## config.mk

```make
export PLATFORM = sky130hd
export DESIGN_NAME = acst_top
export DESIGN_NICKNAME = d
export VERILOG_FILES = /design/src/acst_pkg.sv /design/src/acst_axis.sv /design/src/acst_top.sv
export SDC_FILE = /design/constraint.sdc
export NUM_CORES = 1
export LEC_CHECK = 0
export BUFFER_PORTS_ARGS = -buffer_cell sky130_fd_sc_hd__buf_2
export CAP_MARGIN = 10
export CORE_ASPECT_RATIO = 1.5
export CORE_MARGIN = 4
export CORE_UTILIZATION = 42
export CTS_BUF_LIST = sky130_fd_sc_hd__clkbuf_8
export CTS_CLUSTER_SIZE = 20
export DETAILED_ROUTE_END_ITERATION = 12
export HOLD_SLACK_MARGIN = 0.08
export REMOVE_ABC_BUFFERS = 1
export SETUP_SLACK_MARGIN = 0.02
export SYNTH_ARGS = -nofsm -noshare
export SYNTH_HDL_FRONTEND = slang
export SYNTH_HIERARCHICAL = 1
export SYNTH_SLANG_ARGS = --single-unit
```

## constraint.sdc

```tcl
create_clock -name aclk -period 4.9 [get_ports aclk]
set_input_delay 0.245 -clock aclk [delete_from_list [all_inputs] [get_ports aclk]]
set_output_delay 0.245 -clock aclk [all_outputs]
set_load 0.05 [all_outputs]
```

## src/acst_pkg.sv

```systemverilog
`default_nettype none
package acst_pkg;
	// register indices; byte address is four times the index
	localparam logic [7:0] ACST_SELF_TEST_CONTROL_IDX      = 8'h32;
	localparam logic [7:0] ACST_COMPENSATION_CONTROL_IDX   = 8'h36;
	localparam logic [7:0] ACST_COMPENSATION_SETTINGS_IDX  = 8'h37;
	localparam logic [7:0] ACST_COMP_VALUE_X_IDX           = 8'h38;
	localparam logic [7:0] ACST_COMP_VALUE_Y_IDX           = 8'h39;
	localparam logic [7:0] ACST_COMP_VALUE_Z_IDX           = 8'h3a;
	// self_test_control fields
	localparam int ACST_ST_AXIS_LSB  = 0;
	localparam int ACST_ST_SIGN_BIT  = 2;
	localparam int ACST_ST_AMP_BIT   = 4;
	localparam logic [7:0] ACST_ST_WRITE_MASK = 8'h17;
	localparam logic [1:0] ACST_AXIS_NONE = 2'h0;
	localparam logic [1:0] ACST_AXIS_X    = 2'h1;
	localparam logic [1:0] ACST_AXIS_Y    = 2'h2;
	localparam logic [1:0] ACST_AXIS_Z    = 2'h3;
	// compensation_control fields
	localparam int ACST_CC_SLOW_X_BIT  = 0;
	localparam int ACST_CC_SLOW_Y_BIT  = 1;
	localparam int ACST_CC_SLOW_Z_BIT  = 2;
	localparam int ACST_CC_READY_BIT   = 4;
	localparam int ACST_CC_TRIG_LSB    = 5;
	localparam int ACST_CC_CLEAR_BIT   = 7;
	// compensation_settings fields
	localparam int ACST_CS_CORNER_BIT  = 0;
	localparam int ACST_CS_TARGET_X_LSB = 1;
	localparam int ACST_CS_TARGET_Y_LSB = 3;
	localparam int ACST_CS_TARGET_Z_LSB = 5;
	localparam logic [7:0] ACST_CS_WRITE_MASK = 8'h7f;
	// reset values
	localparam logic [7:0] ACST_REG_RESET   = 8'h00;
	localparam logic [11:0] ACST_WIDE_RESET = 12'h000;
	// fast compensation targets, 2g range: 1g is 1024 lsb
	localparam logic [11:0] ACST_TARGET_PLUS_1G  = 12'h400;
	localparam logic [11:0] ACST_TARGET_MINUS_1G = 12'hc00;
	localparam logic [11:0] ACST_TARGET_ZERO     = 12'h000;
	localparam logic [3:0]  ACST_AVG_LAST        = 4'hf;
	localparam int ACST_AVG_SHIFT = 4;
	// 8-bit register lsb equals 16 internal lsb
	localparam int ACST_WIDEN_SHIFT = 4;
	// high-pass step shifts for the two corner settings
	localparam int ACST_HP_SHIFT_10HZ  = 4;
	localparam int ACST_HP_SHIFT_LOW   = 8;
	// axi responses
	localparam logic [1:0] ACST_RESP_OKAY   = 2'h0;
	localparam logic [1:0] ACST_RESP_DECERR = 2'h3;
	typedef enum logic [0:0] {
		ACST_IDLE = 1'b0,
		ACST_AVG  = 1'b1
	} acst_fast_type;
endpackage
`default_nettype wire

```

## src/acst_axis.sv

```systemverilog
`timescale 1ns/100ps
`default_nettype none
module acst_axis
	import acst_pkg::*;
(
	// clock and reset
	input  wire logic        aclk,
	input  wire logic        aresetn,
	// sample streams
	input  wire logic [11:0] filt_in,
	input  wire logic        filt_valid,
	input  wire logic [11:0] unfilt_in,
	input  wire logic        unfilt_valid,
	// control
	input  wire logic        slow_enable,
	input  wire logic        corner_10hz,
	input  wire logic [1:0]  target_code,
	input  wire logic        fast_start,
	input  wire logic        load_valid,
	input  wire logic [7:0]  load_value,
	// status and results
	output logic [7:0]       comp_value,
	output logic             fast_busy,
	output logic [11:0]      filt_out,
	output logic             filt_out_valid,
	output logic [11:0]      unfilt_out,
	output logic             unfilt_out_valid
);
	acst_fast_type state;
	acst_fast_type next_state;
	logic [11:0] offset;
	logic [11:0] next_offset;
	logic [15:0] acc;
	logic [15:0] next_acc;
	logic [3:0]  count;
	logic [3:0]  next_count;
	logic [7:0]  next_comp_value;
	logic [11:0] next_filt_out;
	logic [11:0] next_unfilt_out;

	function automatic logic [13:0] sx14(input logic [11:0] v);
		return {{2{v[11]}}, v};
	endfunction

	function automatic logic [11:0] sat12(input logic [13:0] v);
		if (!v[13] && v[12:11] != 2'h0)
			return 12'h7ff;
		else if (v[13] && v[12:11] != 2'h3)
			return 12'h800;
		else
			return v[11:0];
	endfunction

	logic [13:0] sum_filt;
	logic [13:0] sum_unfilt;
	logic [15:0] acc_total;
	logic [11:0] target;
	logic [13:0] hp_step;

	always_comb begin
		sum_filt   = sx14(filt_in) + sx14(offset);
		sum_unfilt = sx14(unfilt_in) + sx14(offset);
		acc_total  = acc + {{4{filt_in[11]}}, filt_in};
		unique case (target_code)
			2'h1: target = ACST_TARGET_PLUS_1G;
			2'h2: target = ACST_TARGET_MINUS_1G;
			default: target = ACST_TARGET_ZERO;
		endcase
		// arithmetic shift keeps the step's sign
		if (corner_10hz)
			hp_step = $signed(sum_filt) >>> ACST_HP_SHIFT_10HZ;
		else
			hp_step = $signed(sum_filt) >>> ACST_HP_SHIFT_LOW;
		next_state      = state;
		next_offset     = offset;
		next_acc        = acc;
		next_count      = count;
		next_comp_value = comp_value;
		// correction reaches both streams, saturated
		next_filt_out   = filt_valid ? sat12(sum_filt) : filt_out;
		next_unfilt_out = unfilt_valid ? sat12(sum_unfilt) : unfilt_out;
		if (load_valid) begin
			next_comp_value = load_value;
			next_offset = {load_value, 4'h0};
		end else begin
			unique case (state)
				ACST_IDLE: begin
					if (fast_start) begin
						next_state = ACST_AVG;
						next_acc   = 16'h0000;
						next_count = 4'h0;
					end else if (slow_enable && filt_valid) begin
						next_offset = sat12(sx14(offset) - hp_step);
						next_comp_value = next_offset[11:ACST_WIDEN_SHIFT];
					end
				end
				ACST_AVG: begin
					if (filt_valid) begin
						next_acc   = acc_total;
						next_count = count + 4'h1;
						if (count == ACST_AVG_LAST) begin
							next_offset = sat12(sx14(target)
								- sx14(acc_total[15:ACST_AVG_SHIFT]));
							next_comp_value =
								next_offset[11:ACST_WIDEN_SHIFT];
							next_state = ACST_IDLE;
						end
					end
				end
			endcase
		end
	end

	always_ff @(posedge aclk) begin
		if (!aresetn) begin
			state            <= ACST_IDLE;
			offset           <= ACST_WIDE_RESET;
			acc              <= 16'h0000;
			count            <= 4'h0;
			comp_value       <= ACST_REG_RESET;
			fast_busy        <= 1'b0;
			filt_out         <= ACST_WIDE_RESET;
			filt_out_valid   <= 1'b0;
			unfilt_out       <= ACST_WIDE_RESET;
			unfilt_out_valid <= 1'b0;
		end else begin
			state            <= next_state;
			offset           <= next_offset;
			acc              <= next_acc;
			count            <= next_count;
			comp_value       <= next_comp_value;
			fast_busy        <= (next_state == ACST_AVG);
			filt_out         <= next_filt_out;
			filt_out_valid   <= filt_valid;
			unfilt_out       <= next_unfilt_out;
			unfilt_out_valid <= unfilt_valid;
		end
	end
endmodule // acst_axis
`default_nettype wire

```

## src/acst_top.sv

```systemverilog
// The AXI4-Lite register port was chosen for this implementation.
`timescale 1ns/100ps
`default_nettype none
module acst_top
	import acst_pkg::*;
#(
	parameter int ADDR_WIDTH = 8
) (
	// clock and reset
	input  wire logic                  aclk,
	input  wire logic                  aresetn,
	// axi4-lite write address
	input  wire logic [ADDR_WIDTH-1:0] s_axi_awaddr,
	input  wire logic [2:0]            s_axi_awprot,
	input  wire logic                  s_axi_awvalid,
	output logic                       s_axi_awready,
	// axi4-lite write data
	input  wire logic [31:0]           s_axi_wdata,
	input  wire logic [3:0]            s_axi_wstrb,
	input  wire logic                  s_axi_wvalid,
	output logic                       s_axi_wready,
	// axi4-lite write response
	output logic [1:0]                 s_axi_bresp,
	output logic                       s_axi_bvalid,
	input  wire logic                  s_axi_bready,
	// axi4-lite read address
	input  wire logic [ADDR_WIDTH-1:0] s_axi_araddr,
	input  wire logic [2:0]            s_axi_arprot,
	input  wire logic                  s_axi_arvalid,
	output logic                       s_axi_arready,
	// axi4-lite read data
	output logic [31:0]                s_axi_rdata,
	output logic [1:0]                 s_axi_rresp,
	output logic                       s_axi_rvalid,
	input  wire logic                  s_axi_rready,
	// nonvolatile image update
	input  wire logic                  image_load,
	input  wire logic [7:0]            image_x,
	input  wire logic [7:0]            image_y,
	input  wire logic [7:0]            image_z,
	// raw samples
	input  wire logic [11:0]           filt_x_in,
	input  wire logic [11:0]           filt_y_in,
	input  wire logic [11:0]           filt_z_in,
	input  wire logic                  filt_valid,
	input  wire logic [11:0]           unfilt_x_in,
	input  wire logic [11:0]           unfilt_y_in,
	input  wire logic [11:0]           unfilt_z_in,
	input  wire logic                  unfilt_valid,
	// compensated samples
	output logic [11:0]                filt_x_out,
	output logic [11:0]                filt_y_out,
	output logic [11:0]                filt_z_out,
	output logic                       filt_out_valid,
	output logic [11:0]                unfilt_x_out,
	output logic [11:0]                unfilt_y_out,
	output logic [11:0]                unfilt_z_out,
	output logic                       unfilt_out_valid,
	// self-test excitation
	output logic                       self_test_x_drive,
	output logic                       self_test_y_drive,
	output logic                       self_test_z_drive,
	output logic                       self_test_positive,
	output logic                       self_test_high_amp
);
	if (ADDR_WIDTH < 8) begin : g_bad_addr
		$error("acst_top: ADDR_WIDTH must be at least 8");
	end

	// bus state
	logic                  aw_full;
	logic                  next_aw_full;
	logic [ADDR_WIDTH-1:0] aw_addr;
	logic [ADDR_WIDTH-1:0] next_aw_addr;
	logic                  w_full;
	logic                  next_w_full;
	logic [7:0]            w_byte;
	logic [7:0]            next_w_byte;
	logic                  w_lane0;
	logic                  next_w_lane0;
	logic                  next_awready;
	logic                  next_wready;
	logic                  next_bvalid;
	logic [1:0]            next_bresp;
	logic                  next_arready;
	logic                  next_rvalid;
	logic [31:0]           next_rdata;
	logic [1:0]            next_rresp;
	// register state
	logic [7:0] st_ctrl;
	logic [7:0] next_st_ctrl;
	logic [2:0] slow_en;
	logic [2:0] next_slow_en;
	logic [7:0] settings;
	logic [7:0] next_settings;
	logic [1:0] trig;
	logic [1:0] next_trig;
	logic [2:0] start;
	logic [2:0] next_start;
	logic [2:0] load_valid;
	logic [2:0] next_load_valid;
	logic [7:0] load_value [3];
	logic [7:0] next_load_value [3];
	logic       next_st_x;
	logic       next_st_y;
	logic       next_st_z;
	// axis results
	logic [7:0]  comp_value [3];
	logic [2:0]  busy;
	logic [11:0] f_in [3];
	logic [11:0] u_in [3];
	logic [11:0] f_out [3];
	logic [11:0] u_out [3];
	logic [2:0]  f_vld;
	logic [2:0]  u_vld;
	logic [7:0]  image [3];
	logic        write_go;
	logic [7:0]  w_idx;
	logic [7:0]  r_idx;
	logic        w_hit;
	logic        r_hit;
	logic [7:0]  r_val;

	assign f_in  = '{filt_x_in, filt_y_in, filt_z_in};
	assign u_in  = '{unfilt_x_in, unfilt_y_in, unfilt_z_in};
	assign image = '{image_x, image_y, image_z};
	assign filt_x_out   = f_out[0];
	assign filt_y_out   = f_out[1];
	assign filt_z_out   = f_out[2];
	assign unfilt_x_out = u_out[0];
	assign unfilt_y_out = u_out[1];
	assign unfilt_z_out = u_out[2];
	assign filt_out_valid   = f_vld[0];
	assign unfilt_out_valid = u_vld[0];

	function automatic logic known(input logic [7:0] idx);
		return idx == ACST_SELF_TEST_CONTROL_IDX
			|| idx == ACST_COMPENSATION_CONTROL_IDX
			|| idx == ACST_COMPENSATION_SETTINGS_IDX
			|| idx == ACST_COMP_VALUE_X_IDX
			|| idx == ACST_COMP_VALUE_Y_IDX
			|| idx == ACST_COMP_VALUE_Z_IDX;
	endfunction

	always_comb begin
		w_idx = {2'h0, aw_addr[7:2]};
		r_idx = {2'h0, s_axi_araddr[7:2]};
		w_hit = known(w_idx) && aw_addr[1:0] == 2'h0
			&& aw_addr[ADDR_WIDTH-1:2] == (ADDR_WIDTH-2)'(aw_addr[7:2]);
		r_hit = known(r_idx) && s_axi_araddr[1:0] == 2'h0
			&& s_axi_araddr[ADDR_WIDTH-1:2]
			== (ADDR_WIDTH-2)'(s_axi_araddr[7:2]);
		unique case (r_idx)
			ACST_SELF_TEST_CONTROL_IDX: r_val = st_ctrl;
			// trigger and clear read as zero: both are write-only
			ACST_COMPENSATION_CONTROL_IDX:
				r_val = {3'h0, ~(|busy) && trig == ACST_AXIS_NONE,
					1'b0, slow_en};
			ACST_COMPENSATION_SETTINGS_IDX: r_val = settings;
			ACST_COMP_VALUE_X_IDX: r_val = comp_value[0];
			ACST_COMP_VALUE_Y_IDX: r_val = comp_value[1];
			ACST_COMP_VALUE_Z_IDX: r_val = comp_value[2];
			default: r_val = 8'h00;
		endcase
		write_go = aw_full && w_full && !s_axi_bvalid;
		// write channels are taken independently, response after both
		next_aw_full = aw_full;
		next_aw_addr = aw_addr;
		next_w_full  = w_full;
		next_w_byte  = w_byte;
		next_w_lane0 = w_lane0;
		if (s_axi_awvalid && s_axi_awready) begin
			next_aw_full = 1'b1;
			next_aw_addr = s_axi_awaddr;
		end
		if (s_axi_wvalid && s_axi_wready) begin
			next_w_full  = 1'b1;
			next_w_byte  = s_axi_wdata[7:0];
			next_w_lane0 = s_axi_wstrb[0];
		end
		if (write_go) begin
			next_aw_full = 1'b0;
			next_w_full  = 1'b0;
		end
		next_awready = !next_aw_full;
		next_wready  = !next_w_full;
		next_bvalid  = s_axi_bvalid && !s_axi_bready;
		next_bresp   = s_axi_bresp;
		if (write_go) begin
			next_bvalid = 1'b1;
			next_bresp  = w_hit ? ACST_RESP_OKAY : ACST_RESP_DECERR;
		end
		// one read at a time; arready drops while the answer waits
		next_rvalid  = s_axi_rvalid;
		next_rdata   = s_axi_rdata;
		next_rresp   = s_axi_rresp;
		if (s_axi_rvalid && s_axi_rready)
			next_rvalid  = 1'b0;
		if (s_axi_arvalid && s_axi_arready) begin
			next_rvalid  = 1'b1;
			next_rdata   = {24'h000000, r_val};
			next_rresp   = r_hit ? ACST_RESP_OKAY : ACST_RESP_DECERR;
		end
		// derived from rvalid so it opens right after reset release
		next_arready = !next_rvalid;
		// register effects
		next_st_ctrl  = st_ctrl;
		next_slow_en  = slow_en;
		next_settings = settings;
		next_trig     = (|start) ? ACST_AXIS_NONE : trig;
		next_start    = 3'h0;
		next_load_valid = 3'h0;
		for (int i = 0; i < 3; i++) begin
			next_load_value[i] = image[i];
			if (image_load)
				next_load_valid[i] = 1'b1;
		end
		if (write_go && w_hit && w_lane0) begin
			unique case (w_idx)
				ACST_SELF_TEST_CONTROL_IDX:
					next_st_ctrl = w_byte & ACST_ST_WRITE_MASK;
				ACST_COMPENSATION_CONTROL_IDX: begin
					next_slow_en = w_byte[2:0];
					next_trig = w_byte[ACST_CC_TRIG_LSB +: 2];
					if (next_trig != ACST_AXIS_NONE)
						next_start[next_trig - 2'h1] = 1'b1;
					if (w_byte[ACST_CC_CLEAR_BIT]) begin
						for (int i = 0; i < 3; i++) begin
							next_load_valid[i] = 1'b1;
							next_load_value[i] = 8'h00;
						end
					end
				end
				ACST_COMPENSATION_SETTINGS_IDX:
					next_settings = w_byte & ACST_CS_WRITE_MASK;
				default: begin
					// host writes overrule a same-cycle image update
					next_load_valid[w_idx[1:0]] = 1'b1;
					next_load_value[w_idx[1:0]] = w_byte;
				end
			endcase
		end
		next_st_x = st_ctrl[ACST_ST_AXIS_LSB +: 2] == ACST_AXIS_X;
		next_st_y = st_ctrl[ACST_ST_AXIS_LSB +: 2] == ACST_AXIS_Y;
		next_st_z = st_ctrl[ACST_ST_AXIS_LSB +: 2] == ACST_AXIS_Z;
	end

	always_ff @(posedge aclk) begin
		if (!aresetn) begin
			aw_full       <= 1'b0;
			aw_addr       <= '0;
			w_full        <= 1'b0;
			w_byte        <= 8'h00;
			w_lane0       <= 1'b0;
			s_axi_awready <= 1'b0;
			s_axi_wready  <= 1'b0;
			s_axi_bvalid  <= 1'b0;
			s_axi_bresp   <= ACST_RESP_OKAY;
			s_axi_arready <= 1'b0;
			s_axi_rvalid  <= 1'b0;
			s_axi_rdata   <= 32'h00000000;
			s_axi_rresp   <= ACST_RESP_OKAY;
			st_ctrl       <= ACST_REG_RESET;
			slow_en       <= 3'h0;
			settings      <= ACST_REG_RESET;
			trig          <= ACST_AXIS_NONE;
			start         <= 3'h0;
			load_valid    <= 3'h0;
			load_value    <= '{default: 8'h00};
			self_test_x_drive  <= 1'b0;
			self_test_y_drive  <= 1'b0;
			self_test_z_drive  <= 1'b0;
			self_test_positive <= 1'b0;
			self_test_high_amp <= 1'b0;
		end else begin
			aw_full       <= next_aw_full;
			aw_addr       <= next_aw_addr;
			w_full        <= next_w_full;
			w_byte        <= next_w_byte;
			w_lane0       <= next_w_lane0;
			s_axi_awready <= next_awready;
			s_axi_wready  <= next_wready;
			s_axi_bvalid  <= next_bvalid;
			s_axi_bresp   <= next_bresp;
			s_axi_arready <= next_arready;
			s_axi_rvalid  <= next_rvalid;
			s_axi_rdata   <= next_rdata;
			s_axi_rresp   <= next_rresp;
			st_ctrl       <= next_st_ctrl;
			slow_en       <= next_slow_en;
			settings      <= next_settings;
			trig          <= next_trig;
			start         <= next_start;
			load_valid    <= next_load_valid;
			load_value    <= next_load_value;
			self_test_x_drive  <= next_st_x;
			self_test_y_drive  <= next_st_y;
			self_test_z_drive  <= next_st_z;
			// sign and amplitude pass as written; force size is analog
			self_test_positive <= st_ctrl[ACST_ST_SIGN_BIT];
			self_test_high_amp <= st_ctrl[ACST_ST_AMP_BIT];
		end
	end

	for (genvar i = 0; i < 3; i++) begin : g_axis
		acst_axis u_axis (
			.aclk             (aclk),
			.aresetn          (aresetn),
			.filt_in          (f_in[i]),
			.filt_valid       (filt_valid),
			.unfilt_in        (u_in[i]),
			.unfilt_valid     (unfilt_valid),
			.slow_enable      (slow_en[i]),
			.corner_10hz      (settings[ACST_CS_CORNER_BIT]),
			.target_code      (settings[ACST_CS_TARGET_X_LSB + 2*i +: 2]),
			.fast_start       (start[i]),
			.load_valid       (load_valid[i]),
			.load_value       (load_value[i]),
			.comp_value       (comp_value[i]),
			.fast_busy        (busy[i]),
			.filt_out         (f_out[i]),
			.filt_out_valid   (f_vld[i]),
			.unfilt_out       (u_out[i]),
			.unfilt_out_valid (u_vld[i])
		);
	end
endmodule // acst_top
`default_nettype wire

```

Word-level counts from Yosys, hierarchy flattened:

Cells that the tools add are included.

* output and inout port bits: 120
* input port bits: 164
* flip-flop bits (word level): 284

* equality and inequality tests: 63
* add/subtract/negate cells: 19
* bitwise logic cells: 10
* muxes and demuxes: 123
* $lt $le $gt $ge: 6
* reductions and logical operators: 104

Operators with widths (number)
* $mux W12: 39
* $mux W8: 19
* $pmux W12 S2: 6
* $mux W16: 6
* $pmux W16 S2: 3
* $add A12 B12 Y13: 6
* $eq A6 B6 Y1 const B: 12
* $add A16 B16 Y16: 3
* $mux W24: 2
* $ne A2 B2 Y1 const B: 24
* $pmux W24 S2: 1
* $pmux W8 S2: 3
* $pmux W8 S6: 1
* $logic_and A1 B1 Y1: 42
* $sub A12 B12 Y13: 3
* $sub A12 B9 Y13: 3
* $reduce_and A4 Y1: 7
* $ne A3 B3 Y1 const B: 9
* $reduce_bool A2 Y1: 13
* $bwmux W24: 1
* $mux W4: 6
* $pmux W4 S2: 3
* $mux W1: 19
* $logic_not A1 Y1: 17
* 26 further kinds: 77

Longest topological paths before layout:

* depth in word-level cells: 11
* depth in mapped cells: 25
* gate-level depth less buffers: 23

Cells and area by module:

Netlist, hierarchy kept.

By module, submodules not included
* acst_axis at g_axis[1].u_axis: cells an instance 730, times used 1, area each 5761.8 µm²
* acst_axis at g_axis[2].u_axis: cells an instance 712, times used 1, area each 5596.6 µm²
* acst_axis at g_axis[0].u_axis: cells an instance 680, times used 1, area each 5421.4 µm²
* acst_top: cells an instance 396, times used 1, area each 3579.7 µm²

Least setup slack after synthesis:

No wires, ideal clock.

* kind: register to register
* start point: register g_axis[0].u_axis.offset[0]
* end point: register g_axis[0].u_axis.comp_value[3]
* data arrival time: 4.801 ns
* cell stages (with the launch flop): 24
* setup slack: -0.032 ns
* library setup time: 0.130 ns
* buffers on the path: 1
* cells stage by stage: dfxtp_1 > ha_1 > fa_1 > a21o_1 > a21oi_1 > o21bai_1 > a21oi_1 > o21bai_1 > a21oi_1 > xnor2_1 > mux2_2 > ha_1 > inv_1 > fa_1 > a211oi_1 > o21ai_1 > a2111oi_0 > o211ai_1 > mux2i_1 > nand2b_1 > and2_1 > clkbuf_1 > a222oi_1 > a211oi_1

* word-level cells in the longest chain between the ends: 11
* elaborated cells between the ends (all ways): 14
* classes of those cells: add/sub (2); eq/ne (1); mux (7); reduce/logical (4)

RTL lines
* start: declaration: line acst_axis.sv:31 `logic [11:0] offset;`
* start signal: assignment: line acst_axis.sv:128 `offset <= next_offset;`
* $add A12 B12 Y13: line acst_axis.sv:61 `sum_filt = sx14(filt_in) + sx14(offset);`
* $mux W8: line acst_axis.sv:70 `if (corner_10hz)`
* $sub A12 B9 Y13 (*): line acst_axis.sv:93 `next_offset = sat12(sx14(offset) - hp_step);`
* $ne A2 B2 Y1: line acst_axis.sv:48 `else if (v[13] && v[12:11] != 2'h3)`
* $logic_and A1 B1 Y1: line acst_axis.sv:48
* $mux W12: line acst_axis.sv:48
* $mux W12 (*): line acst_axis.sv:46 `if (!v[13] && v[12:11] != 2'h0)`
* $mux W8 (*): line acst_axis.sv:92 `end else if (slow_enable && filt_valid) begin`
* $mux W8 (*): line acst_axis.sv:88 `if (fast_start) begin`
* $pmux W8 S2 (*): line acst_axis.sv:86 `unique case (state)`
* $mux W8 (*): line acst_axis.sv:82 `if (load_valid) begin`
* end signal: assignment: line acst_axis.sv:131 `comp_value <= next_comp_value;`
* end: declaration: line acst_axis.sv:22 `output logic [7:0] comp_value,`

Mark *: on every way between the ends. The rest lies on a longest branch, timed or not. The select of a mux whose other input is x is not followed.
A chain may end at the register's enable or synchronous reset.

Worst setup path in the final report:

* start point: register g_axis[2].u_axis.offset[0]
* end point: register g_axis[2].u_axis.comp_value[3]

* word-level cells in the longest chain between the ends: 11
* elaborated cells between the ends (all ways): 14
* classes of those cells: add/sub (2); eq/ne (1); mux (7); reduce/logical (4)

RTL lines (line)
* start: declaration: acst_axis.sv:31
* start signal: assignment: acst_axis.sv:128
* $add A12 B12 Y13: acst_axis.sv:61
* $mux W8: acst_axis.sv:70
* $sub A12 B9 Y13 (*): acst_axis.sv:93
* $ne A2 B2 Y1: acst_axis.sv:48
* $logic_and A1 B1 Y1: acst_axis.sv:48
* $mux W12: acst_axis.sv:48
* $mux W12 (*): acst_axis.sv:46
* $mux W8 (*): acst_axis.sv:92
* $mux W8 (*): acst_axis.sv:88
* $pmux W8 S2 (*): acst_axis.sv:86
* $mux W8 (*): acst_axis.sv:82
* end signal: assignment: acst_axis.sv:131
* end: declaration: acst_axis.sv:22

Marked as above.

==> out/qor.log <==
INFO  outcome        status=completed
INFO  logic_synthesis post_synth_inst_count=2510
INFO  timing         hold_viol_final=0
INFO  die            rows=98
INFO  global_routing grtUsageTotal=0.2398
INFO  power          power_per_cell_area=277.1nW/um^2
INFO  setup_path     crit_fanout=5
INFO  cts            cts_buffers=48
INFO  timing         timing.clock.skew=27.90ps
INFO  setup_path     crit_required=5380ps
INFO  setup_path     startpoint_of_the_worst_setup_timing_path=g_axis[2].u_axis/offset[0]
INFO  die            design.die.area=51880um^2
INFO  job            cap_viol_max_count=0
INFO  power          power.static_leakage=10.49nW
INFO  setup_path     worst-r2r-setup-slack=240ps
INFO  hold_path      worst_min_path_class=in2reg
INFO  setup_path     r2r-start=g_axis[2].u_axis/offset[0]
INFO  layout         instances_no_fill=3474
INFO  drt            wirelength_routed=65.54mm
INFO  timing         max-slew-margin-rel=0.2655
INFO  setup_path     endpoint=g_axis[2].u_axis/comp_value[3]
INFO  place          placement.io_buffers=226
INFO  layout         flow.area_growth_from_synthesis=19.72%
INFO  drt            wire_per_inst=18.87um
INFO  global_routing globalRoute.totalOverflow=0
INFO  setup_path     worst_ep_arrival_time=5140ps
INFO  place          place_inst=3292
INFO  cts            clockRootBuffer=sky130_fd_sc_hd__clkbuf_8
INFO  timing         final_setup_violating_endpoints=0
INFO  die            floorplan.initialDensity=0.4246
INFO  layout         sequential_cell_area=5167um^2
INFO  drt            vias=19771
INFO  drt            detail_route.drc_violations=0
INFO  layout         layout.cell_area.non_filler=24250um^2
INFO  setup_path     setup.worst_path.end_class=register
INFO  timing         finalCriticalPeriod=4665ps
INFO  timing         timing_max_transition_violations_final=0
INFO  timing         actual_slew_at_the_worst_max_slew_pin=1102ps
INFO  drt            detail_route.iter0.violations=959
INFO  timing         max_clock_freq=0.2144GHz
INFO  logic_synthesis avgSynthCellArea=8.069um^2
INFO  layout         nNetsFinal=3176
INFO  place          post-dp-hpwl=50.82mm
INFO  cts            clock_insertion_delay_at_the_later_pin_of_the_skew_report=620ps
INFO  setup_path     r2r.worst_path.cells=21
INFO  timing         timing.final.crit_share=0.9520
INFO  global_routing grt_start_max_net_pins=78
INFO  global_routing grt_antenna_before_repair=3
INFO  logic_synthesis post_synth_instance_area=20250um^2
INFO  layout         fillers=4655
INFO  setup_path     worst-setup-path-type=reg2reg
INFO  cts            clock_tree.buffer_depth=3
INFO  die            design.core.area=47700um^2
INFO  logic_synthesis yosysWarnings=6
INFO  power          total_power_consumption=0.006719W
INFO  cts            clkSlewWorstSetupHoldPaths=60ps
INFO  global_routing wire_length_of_the_first_global_routing_pass=102.7mm
INFO  drt            ant_nets=0
INFO  cts            clock-sinks=258
INFO  drt            drt_pre_antenna_iters=5
INFO  setup_path     r2r-end=g_axis[2].u_axis/comp_value[3]
INFO  drt            number_of_vias_per_cell_after_detailed_routing=5.691
INFO  global_routing grt_pass1_vias=19846
INFO  cts            htreeDepth=2
INFO  cts            tritoncts=done
INFO  setup_path     worst_setup_path_start_kind=register
INFO  die            die-width=187.3um
INFO  layout         final_layout_size_suffix_gt1_frac=0.1885
INFO  die            ios=284
INFO  die            floorplan.die.height=277.0um
INFO  power          vdd_ir_drop_max=0.2038mV
INFO  place          dpl-instance-area=22080um^2
INFO  layout         multi_input_area=14180um^2
INFO  place          place.gp.congestion=0.8923
layout make-up:
type	instances	area share
Clock inverter	21	0.005108
Sequential cell	258	0.2131
Timing Repair Buffer	410	0.1119
Inverter	102	0.01579
Multi-Input combinational cell	2012	0.5847
Clock buffer	67	0.03803
Antenna cell	4	0.0004128
Tap cell	600	0.03096
flip-flops by register name, summed over array words and instances (netlist names), 2 cells and up:
register / count
g_axis.u_axis/state: 3
start: 3
g_axis.u_axis/comp_value: 24
aw_addr: 8
s_axi_rdata: 8
slow_en: 3
settings: 7
load_value: 24
g_axis.u_axis/offset: 12
load_valid: 3
st_ctrl: 4
g_axis.u_axis/acc: 48
g_axis.u_axis/filt_out: 36
trig: 2
g_axis.u_axis/count: 12
w_byte: 8
g_axis.u_axis/unfilt_out: 36
timing repair:
action / in CTS / in global routing
endpoints found under the hold margin: 71 / 0
pin swaps: 3 / 36
setup buffers: 1 / 11
resized for setup: 7 / 60
endpoints found under the setup margin: 12 / 34
hold buffers: 78 / 0
where the power goes:
group	switching, W	total, W	leakage, nW	internal [W]
registers	0.0000869	0.00229	2.11	0.00221
logic	0.00132	0.00216	7.80	0.000836
clock network	0.00104	0.00227	0.575	0.00123
metrics by stage:
step,setup WS (ps),hold WS (ps),setup TNS [ps],util
after floorplan,-184.4,334.4,-903.0,-
after global routing,-19.04,132.5,-45.68,0.5082
final,235.1,120.9,0,0.5084
after CTS,47.03,80.30,0,0.5018
after global placement,-54.13,442.3,-204.6,0.4629
after detailed placement,-150.7,450.9,-1101,0.4629
critical path, stage by stage (launching register included):
cell	delay [ps]
sky130_fd_sc_hd__dfxtp_1	310
sky130_fd_sc_hd__ha_1	220
sky130_fd_sc_hd__fa_1	410
sky130_fd_sc_hd__a21o_1	210
sky130_fd_sc_hd__a21oi_2	170
sky130_fd_sc_hd__o21bai_1	80
sky130_fd_sc_hd__a21oi_1	180
sky130_fd_sc_hd__buf_4	150
sky130_fd_sc_hd__o21ai_0	90
sky130_fd_sc_hd__a31oi_1	210
sky130_fd_sc_hd__xnor2_1	180
sky130_fd_sc_hd__mux2i_1	110
sky130_fd_sc_hd__ha_1	370
sky130_fd_sc_hd__o21a_1	200
sky130_fd_sc_hd__o31ai_1	100
sky130_fd_sc_hd__a21oi_1	170
sky130_fd_sc_hd__o21a_1	250
sky130_fd_sc_hd__o211ai_1	380
sky130_fd_sc_hd__buf_4	220
sky130_fd_sc_hd__o221ai_1	150
sky130_fd_sc_hd__a311oi_1	240
sky130_fd_sc_hd__a211oi_1	110
cell usage in the layout, fill, tap and decap left out, drive strengths merged, types with 33 or more instances in the layout:
cell and n:
buf 332, a211oi 37, ha 168, xnor2 80, a31oi 62, nand2b 36, nand2 212, dfxtp 258
dlygate4sd3 78, xor2 45, nor2 135, inv 108, mux2i 50, a22oi 38, a21oi 196, o211ai 35
o21ai 241, and2 38, nor3 54, nor2b 72, a21o 38, clkbuf 67, maj3 33, nand3 51
worst min path at each step:
stage / slack, ps / depth (start not counted) / endpoint / startpoint
after floorplan: 330 / 1 / g_axis[0].u_axis/unfilt_out[0] / unfilt_valid
after global placement: 440 / 2 / trig[0] / trig[0]
after detailed placement: 450 / 2 / aw_addr[1] / aw_addr[1]
after CTS: 80 / 4 / w_byte[5] / s_axi_wvalid
after global routing: 130 / 4 / w_byte[5] / s_axi_wvalid
final: 120 / 4 / w_byte[5] / s_axi_wvalid
routing by layer:
layer | part of all wire | wire length (um) | GRT usage
met5 | 0.00023 | 15 | 0
met4 | 0.042 | 2762 | 0.1043
met3 | 0.050 | 3281 | 0.03342
met2 | 0.52 | 34060 | 0.4562
met1 | 0.39 | 25420 | 0.2623
Note: power is estimated with default switching activity, not from simulation.
